--- src/core/cssp_pkg.sv ---
// Purpose: Shared constants and types for the status word and setup-pointer bank
// Assumes: 16-bit data port, 8-bit index port
// Notes: Bits 15..11 of the status word are kept outside this block and read as zero
package cssp_pkg;

  // ==========================================================================
  // Register indices, selected through the index port
  localparam logic [7:0] CSSP_IDX_CTRL = 8'h00;
  localparam logic [7:0] CSSP_IDX_PTR_LO = 8'h01;
  localparam logic [7:0] CSSP_IDX_PTR_HI = 8'h02;
  localparam logic [7:0] CSSP_IDX_PTR_LO_ALIAS = 8'h10;
  localparam logic [7:0] CSSP_IDX_PTR_HI_ALIAS = 8'h11;

  // ==========================================================================
  // Reset values
  localparam logic [7:0] CSSP_IDX_RESET = 8'h00;
  localparam logic [15:0] CSSP_DATA_ZERO = 16'h0000;

  // Data port selector values
  localparam logic CSSP_SEL_INDEX = 1'b0;
  localparam logic CSSP_SEL_DATA = 1'b1;

  // ==========================================================================
  // Status and control word layout, bit 15 downward
  typedef struct packed {
    logic [4:0] reserved;
    logic rx_done_flag;
    logic tx_done_flag;
    logic setup_done_flag;
    logic irq_summary_flag;
    logic irq_master_enable;
    logic rx_active;
    logic tx_active;
    logic tx_poll_now;
    logic halt;
    logic run_request;
    logic setup_request;
  } cssp_ctrl_t;

  // Events and levels reported by the buffer manager and the rest of the chip
  typedef struct packed {
    logic rx_frame_done;
    logic tx_frame_done;
    logic tx_frame_ok;
    logic setup_read_done;
    logic tx_underrun;
    logic tx_desc_fetch;
    logic system_error_flag;
    logic sleep_event_flag;
  } cssp_events_t;

  // Configuration levels held in other registers of the device
  typedef struct packed {
    logic tx_done_mask;
    logic setup_done_mask;
    logic rx_done_mask;
    logic tx_ok_irq_suppress;
    logic rx_disable;
    logic tx_disable;
    logic keep_tx_on_underrun;
    logic suspend_state;
    logic wide_structures;
  } cssp_config_t;

  // Engine states, Gray along halt -> setup -> run
  typedef enum logic [1:0] {
    CSSP_ST_HALT = 2'b00,
    CSSP_ST_SETUP = 2'b01,
    CSSP_ST_RUN = 2'b11,
    CSSP_ST_IDLE = 2'b10
  } cssp_state_t;

endpackage

--- src/core/cssp_regs.sv ---
// Purpose: Status/control word and setup-block pointer words behind an index/data port pair
// Assumes: Single clock, synchronous active-low reset, strobes are one-cycle pulses
// Notes: Pointer words keep their contents through reset
`timescale 1ns/10ps
`default_nettype none

module cssp_regs (
  // Clock and reset
  input wire logic i_clk_sys,
  input wire logic i_rst_b,
  // Host index/data port
  input wire logic i_port_sel,
  input wire logic i_wr_stb,
  input wire logic i_rd_stb,
  input wire logic [15:0] i_wdata,
  output logic [15:0] o_rdata,
  // Events and configuration
  input wire cssp_pkg::cssp_events_t i_events,
  input wire cssp_pkg::cssp_config_t i_config,
  // Engine control
  output logic o_inta_b,
  output logic o_halted,
  output logic o_setup_fetch,
  output logic o_dma_run,
  output logic o_rx_enable,
  output logic o_tx_enable,
  output logic o_tx_poll_now,
  // Setup address and address extension
  output logic [31:0] o_setup_addr,
  output logic [7:0] o_addr_ext_byte,
  output logic o_addr_ext_force
);
  import cssp_pkg::*;

  // ==========================================================================
  // State
  logic [7:0] index_q;
  logic [7:0] index_d;
  cssp_state_t state_q;
  cssp_state_t state_d;
  logic run_pend_q;
  logic run_pend_d;
  cssp_ctrl_t ctrl_q;
  cssp_ctrl_t ctrl_d;
  logic [15:0] ptr_lo_q;
  logic [15:0] ptr_hi_q;
  logic [15:0] rdata_q;
  logic inta_b_q;
  logic setup_fetch_q;
  logic dma_run_q;
  logic ext_force_q;

  // ==========================================================================
  // Port decode
  wire data_wr = i_wr_stb & (i_port_sel == CSSP_SEL_DATA);
  wire index_wr = i_wr_stb & (i_port_sel == CSSP_SEL_INDEX);
  wire data_rd = i_rd_stb & (i_port_sel == CSSP_SEL_DATA);
  wire sel_ctrl = (index_q == CSSP_IDX_CTRL);
  wire sel_lo = (index_q == CSSP_IDX_PTR_LO) | (index_q == CSSP_IDX_PTR_LO_ALIAS);
  wire sel_hi = (index_q == CSSP_IDX_PTR_HI) | (index_q == CSSP_IDX_PTR_HI_ALIAS);
  wire ptr_open = ctrl_q.halt | i_config.suspend_state;
  cssp_ctrl_t wr_bits;
  assign wr_bits = cssp_ctrl_t'(i_wdata);
  wire ctrl_wr = data_wr & sel_ctrl;

  // Command decode; halt overrides run and setup written with it
  wire halt_w = ctrl_wr & wr_bits.halt;
  wire run_w = ctrl_wr & wr_bits.run_request & ~wr_bits.halt;
  wire setup_w = ctrl_wr & wr_bits.setup_request & ~wr_bits.halt;

  // ==========================================================================
  // Event qualification
  wire rx_done_set = i_events.rx_frame_done;
  wire tx_done_set = i_events.tx_frame_done
                   & ~(i_events.tx_frame_ok & i_config.tx_ok_irq_suppress);
  wire setup_done_set = i_events.setup_read_done & (state_q == CSSP_ST_SETUP);
  wire tx_drop = i_events.tx_underrun & ~i_config.keep_tx_on_underrun;

  // Engine sequencing: setup first, then run if it was asked for or the engine was already running
  always_comb
  begin
    state_d = state_q;
    run_pend_d = run_pend_q | run_w;
    if (halt_w)
    begin
      state_d = CSSP_ST_HALT;
      run_pend_d = 1'b0;
    end
    else if (setup_w && state_q != CSSP_ST_SETUP)
    begin
      state_d = CSSP_ST_SETUP;
      run_pend_d = run_w | (state_q == CSSP_ST_RUN);
    end
    else if (state_q == CSSP_ST_SETUP)
    begin
      if (i_events.setup_read_done)
      begin
        state_d = run_pend_d ? CSSP_ST_RUN : CSSP_ST_IDLE;
        run_pend_d = 1'b0;
      end
    end
    else if (run_w)
    begin
      state_d = CSSP_ST_RUN;
      run_pend_d = 1'b0;
    end
  end

  wire go_run = (state_d == CSSP_ST_RUN) & (state_q != CSSP_ST_RUN);
  wire in_run = (state_d == CSSP_ST_RUN);

  // Summary of permitted causes and interrupt pin level
  wire irq_causes = (ctrl_d.rx_done_flag & ~i_config.rx_done_mask)
                  | (ctrl_d.tx_done_flag & ~i_config.tx_done_mask)
                  | (ctrl_d.setup_done_flag & ~i_config.setup_done_mask)
                  | i_events.system_error_flag | i_events.sleep_event_flag;
  wire force_irq = i_events.system_error_flag | i_events.sleep_event_flag;
  wire inta_d = ~((irq_causes & ctrl_d.irq_master_enable) | force_irq);

  // ==========================================================================
  // Next value of the status and control word
  always_comb
  begin
    ctrl_d = ctrl_q;
    ctrl_d.reserved = '0;
    // Write-one clears; a set in the same cycle wins
    ctrl_d.rx_done_flag = rx_done_set
                        | (ctrl_q.rx_done_flag & ~(ctrl_wr & wr_bits.rx_done_flag));
    ctrl_d.tx_done_flag = tx_done_set
                        | (ctrl_q.tx_done_flag & ~(ctrl_wr & wr_bits.tx_done_flag));
    ctrl_d.setup_done_flag = setup_done_set
                           | (ctrl_q.setup_done_flag & ~(ctrl_wr & wr_bits.setup_done_flag));
    if (ctrl_wr)
    begin
      ctrl_d.irq_master_enable = wr_bits.irq_master_enable;
    end
    if (run_w)
    begin
      ctrl_d.run_request = 1'b1;
      ctrl_d.halt = 1'b0;
    end
    if (setup_w)
    begin
      ctrl_d.setup_request = 1'b1;
      ctrl_d.halt = 1'b0;
    end
    // Active bits follow entry into the running state
    if (go_run)
    begin
      ctrl_d.rx_active = ~i_config.rx_disable;
      ctrl_d.tx_active = ~i_config.tx_disable;
    end
    else if (!in_run)
    begin
      ctrl_d.rx_active = 1'b0;
      ctrl_d.tx_active = 1'b0;
    end
    if (tx_drop)
    begin
      ctrl_d.tx_active = 1'b0;
    end
    // Poll demand: set by write-one, cleared on fetch or when transmit is off
    ctrl_d.tx_poll_now = ((ctrl_wr & wr_bits.tx_poll_now)
                         | (ctrl_q.tx_poll_now & ~i_events.tx_desc_fetch))
                         & ctrl_d.tx_active;
    if (halt_w)
    begin
      ctrl_d.halt = 1'b1;
      ctrl_d.run_request = 1'b0;
      ctrl_d.setup_request = 1'b0;
      ctrl_d.rx_done_flag = 1'b0;
      ctrl_d.tx_done_flag = 1'b0;
      ctrl_d.setup_done_flag = 1'b0;
      ctrl_d.irq_master_enable = 1'b0;
      ctrl_d.rx_active = 1'b0;
      ctrl_d.tx_active = 1'b0;
      ctrl_d.tx_poll_now = 1'b0;
    end
    ctrl_d.irq_summary_flag = 1'b0;
  end

  // Index port
  assign index_d = index_wr ? i_wdata[7:0] : index_q;

  // ==========================================================================
  // Control registers with reset
  always_ff @(posedge i_clk_sys)
  begin
    if (!i_rst_b)
    begin
      index_q <= CSSP_IDX_RESET;
      state_q <= CSSP_ST_HALT;
      run_pend_q <= 1'b0;
      ctrl_q <= cssp_ctrl_t'(CSSP_DATA_ZERO);
      ctrl_q.halt <= 1'b1;
      inta_b_q <= 1'b1;
      setup_fetch_q <= 1'b0;
      dma_run_q <= 1'b0;
      ext_force_q <= 1'b0;
    end
    else
    begin
      index_q <= index_d;
      state_q <= state_d;
      run_pend_q <= run_pend_d;
      ctrl_q <= ctrl_d;
      inta_b_q <= inta_d;
      setup_fetch_q <= (state_d == CSSP_ST_SETUP);
      dma_run_q <= in_run;
      ext_force_q <= ~i_config.wide_structures;
    end
  end

  // Pointer words keep their value through reset and halt
  always_ff @(posedge i_clk_sys)
  begin
    if (data_wr && ptr_open && sel_lo)
    begin
      ptr_lo_q <= i_wdata;
    end
    if (data_wr && ptr_open && sel_hi)
    begin
      ptr_hi_q <= i_wdata;
    end
  end

  // ==========================================================================
  // Read path; summary is computed live from the stored causes and the live system and sleep events
  cssp_ctrl_t ctrl_view;
  always_comb
  begin
    ctrl_view = ctrl_q;
    ctrl_view.irq_summary_flag = (ctrl_q.rx_done_flag & ~i_config.rx_done_mask)
                               | (ctrl_q.tx_done_flag & ~i_config.tx_done_mask)
                               | (ctrl_q.setup_done_flag & ~i_config.setup_done_mask)
                               | i_events.system_error_flag
                               | i_events.sleep_event_flag;
  end

  wire [15:0] rd_mux = sel_ctrl ? 16'(ctrl_view)
                     : (sel_lo && ptr_open) ? ptr_lo_q
                     : (sel_hi && ptr_open) ? ptr_hi_q
                     : CSSP_DATA_ZERO;

  always_ff @(posedge i_clk_sys)
  begin
    if (!i_rst_b)
    begin
      rdata_q <= CSSP_DATA_ZERO;
    end
    else if (data_rd)
    begin
      rdata_q <= rd_mux;
    end
    else if (i_rd_stb)
    begin
      rdata_q <= {CSSP_DATA_ZERO[15:8], index_q};
    end
  end

  // ==========================================================================
  // Outputs
  assign o_rdata = rdata_q;
  assign o_inta_b = inta_b_q;
  assign o_halted = ctrl_q.halt;
  assign o_setup_fetch = setup_fetch_q;
  assign o_dma_run = dma_run_q;
  assign o_rx_enable = ctrl_q.rx_active;
  assign o_tx_enable = ctrl_q.tx_active;
  assign o_tx_poll_now = ctrl_q.tx_poll_now;
  assign o_setup_addr = {ptr_hi_q, ptr_lo_q};
  assign o_addr_ext_byte = ptr_hi_q[15:8];
  assign o_addr_ext_force = ext_force_q;

endmodule // cssp_regs

`default_nettype wire

--- config.mk ---
export PLATFORM = sky130hd
export DESIGN_NAME = cssp_regs
export DESIGN_NICKNAME = d
export VERILOG_FILES = /design/src/core/cssp_pkg.sv /design/src/core/cssp_regs.sv
export SDC_FILE = /design/constraint.sdc
export NUM_CORES = 1
export LEC_CHECK = 0
export BUFFER_PORTS_ARGS = -buffer_cell sky130_fd_sc_hd__buf_2
export CAP_MARGIN = 20
export CORE_UTILIZATION = 51
export CTS_CLUSTER_SIZE = 40
export DETAILED_ROUTE_END_ITERATION = 10
export HOLD_SLACK_MARGIN = 0.03
export PLACE_DENSITY_LB_ADDON = 0.05
export SYNTH_ARGS = -nofsm -noshare
export SYNTH_HDL_FRONTEND = slang
export SYNTH_SLANG_ARGS = --single-unit
--- constraint.sdc ---
create_clock -name i_clk_sys -period 2.91 [get_ports i_clk_sys]
set_clock_uncertainty 0.1 [all_clocks]
set_input_delay 0.1455 -clock i_clk_sys [delete_from_list [all_inputs] [get_ports i_clk_sys]]
set_output_delay 0.1455 -clock i_clk_sys [all_outputs]
set_load 0.05 [all_outputs]
==> metrics.md <==
| Metric | Value |
|---|---|
| Status | completed |
| Crit-path max cell delay | 0.81 ns |
| Clock share of power | 39.4% |
| Top post-synthesis cells by area | edfxtp_1 30%, dfxtp_1 25%, o21ai_0 5.3% |
| Clock transition at path regs | 0.08 ns |
| Comb pwr share | 15.0% |
| Antenna Nets Post-Route | 0 |
| Worst vdd ir | 0.365 mV |
| Worst slew pin tran | 0.615 ns |
| H-tree levels | 3 |
| Sequential area share after synthesis | 55.1% |
| Mapped Cells | 308 |
| Clk_lat worst skew | 0.34 ns |
| Switching Share | 26.3% |
| Top achievable clock speed | 425 MHz |
| Port Buffer Count | 101 |
| RSZ-0062 raised after global routing | no |
| Vias per Instance | 5.78 |
| Clk root buf | clkbuf_8 |
| Setup crit start kind | flip-flop |
| Nets | 461 |
| Post-layout min period | 2.35 ns |
| Ys Warns | 0 |
| PostCTS Resize Cnt | 0 |
| Core ar. | 6030 um2 |
| Clock Path Buffers | 2 |
| Reg area | 1780 um2 |
| Fin. max-slew vios | 0 |
| Area occupied by multi-input gates | 1240 um2 |
| First-pass GRT wire length | 13300 um |
| #FFs+latches synth | 73 |
| Crit-path slowest cell | or4_1 |
| Worst hold path type | in2reg |
| Post-Route Setup TNS | 0 ns |
| Avg Cell Area, Syn | 10.5 um2 |
| Vias | 2907 |
| Area share of the largest cell type after synthesis | 29.7% |
| Layout cells sized above 1 | 31.3% |
| WP data required | 3.03 ns |
| Slew Limit Headroom | 58.8% |
| 1st-iter DRT viols | 253 |
| Chip height | 81.6 um |
| Area growth, synth to finish | 29.2% |
| Yosys cell types | 52 |
| Setup CP Type | reg2reg |
| Fillers | 493 |
| Placer Congestion | 0.900 |
| Die Wd | 81.6 um |
| Sequential share of power | 45.6% |
| CTS sink count | 73 |
| Post-CTS Repair Setup Buffers | 0 |
| Detailed Route WL | 8750 um |
| Worst-path cell chain | or4_1, nor3_2, a21o_1, nor2_1 |
| Setup violators final | 0 |
| First-pass DRT Iterations | 4 |
| Die area | 6660 um2 |
| Leak Pwr | 1.67 nW |
| Initial antenna violation count | 0 |
| Setup slack after layout | 0.558 ns |
| Dpl ws | 0.570 ns |
| P_sw | 0.649 mW |
| Most frequent cells in the layout | 101 x buf_2, 41 x dfxtp_1, 34 x o21ai_0 |
| Placement Rows | 28 |
| Vias in the first global route | 2627 |
| Largest net degree at the start of global routing | 27 |
| Hold Path Depth | 4 |
| CTS tree | yes |
| Most common cell after layout, fill and taps aside | buf_2 |
| Pint | 1.82 mW |
| N_diodes | 0 |
| Dpl hpwl | 6010 um |
| Starting Density | 53.6% |
| Area leader, netlist | edfxtp_1 |
| Overflow after GRT | 0 |
| CTS buffer count | 9 |
| Critical Path Sink Type | flip-flop |
| # DRC | 0 |
| Final Cycle Share | 80.8% |
| Routed length per instance | 17.4 um |
| Maximum fanout along the worst path | 14 |
| Async set-reset flop share out of synthesis | 0% |
| Syn Nets | 346 |
| PwrDens | 591 nW/um2 |
| Post-synth EDFFs | 32 |
| Hold Fails Final Rpt | 0 |
| WP data arrival | 2.47 ns |
| Post-synth design cell area | 3230 um2 |
| IO Count | 102 |
| Reg2Reg Depth | 4 |
| Top_reg_cell synth | dfxtp_1 |
| Gr usage total | 27.4% |
| Max-cap viol count | 0 |
[flip-flops by register name, indices dropped and copies added, names as in the netlist]
signal / cells
o_inta_b: 1
o_rdata: 16
state_q: 2
o_rx_enable: 1
o_dma_run: 1
ptr_hi_q: 16
o_addr_ext_force: 1
run_pend_q: 1
o_tx_poll_now: 1
o_setup_fetch: 1
ctrl_q: 6
index_q: 8
o_halted: 1
ptr_lo_q: 16
o_tx_enable: 1
[power groups by stage]
stage               Clock [mW]  Sequential (mW)  Combinational (mW)
floorplan                    0             1.21               0.174
global placement             0             1.15               0.343
detailed placement           0             1.15               0.347
CTS                      0.979             1.12               0.369
global route              1.02             1.13               0.401
finish                   0.971             1.13               0.371
[final timing paths]
| path | to | from | slack, ns |
|---|---|---|---|
| max | ctrl_q[10] | index_q[4] | 0.56 |
| min reg2reg | o_rdata[8] | o_rdata[8] | 0.35 |
| min | o_tx_poll_now | i_events[2] | 0.05 |
| max reg2reg | ctrl_q[10] | index_q[4] | 0.56 |
[critical path, delay by kind of cell, from the launching register on]
family,cells,cell delay (ns)
flops,1,0.39
simple gates,3,1.31
compound gates,1,0.43
[per-stage QoR]
stage	instance area [um2]	utilization, %	total power, mW	hold WS (ns)	std cells
6_report	4180	69.3	2.47	0.0525	503
5_1_grt	4180	69.3	2.55	0.0764	503
4_1_cts	4180	69.3	2.47	0.0493	503
3_5_place_dp	3730	61.9	1.49	0.204	467
3_3_place_gp	3730	61.9	1.49	0.204	467
2_1_floorplan	3230	-	1.39	0.118	308
[cell families (layout without fill, tap and decap cells)]
logic type | count (synthesis) | count (layout) | share of synthesized area (%)
simple gates | 78 | 78 | 13.5
xor+xnor | 1 | 1 | 0.271
mux | 1 | 1 | 0.310
compound gates | 115 | 115 | 24.2
flops | 73 | 73 | 55.1
buf+inv | 40 | 160 | 6.58
[cells in the mapped netlist (3+ instances only)]
library cell  count
dfxtp_1          41
o21ai_0          34
edfxtp_1         32
nor2_1           29
a21oi_1          16
inv_1            16
nand2_1          14
a21boi_0         10
clkbuf_1         10
a22oi_1           9
a221oi_1          8
buf_4             8
o221ai_1          8
a211oi_1          7
buf_6             4
nor2b_1           4
and2_1            3
and3_1            3
nand2b_1          3
nand3b_1          3
nand4_1           3
o21ai_1           3
o21bai_1          3
[what timing repair did]
| item | in CTS | in global routing |
|---|---|---|
| setup endpoints to repair | 0 | 0 |
| hold buffers | 20 | 0 |
| hold endpoints to repair | 43 | 0 |
[metal layers]
| metal | part of all wire [%] | track usage, % | up-vias |
|---|---|---|---|
| li1 | - | - | 1380 |
| met3 | 6.1 | 6.67 | 8 |
| met4 | 0.94 | 8.42 | 0 |
| met2 | 49 | 44.6 | 114 |
| met5 | 0 | 0 | - |
| met1 | 44 | 36.0 | 1405 |
[area by class of cell]
class                   count  share of cell area, %
flip-flops and latches     73                   42.7
well taps                  75                   2.25
repair buffers            128                   18.2
multi-input cells         195                   29.6
clock inverters             5                   2.46
clock buffers              11                   3.39
inverters                  16                   1.44
(Power assumes the default switching activity.)
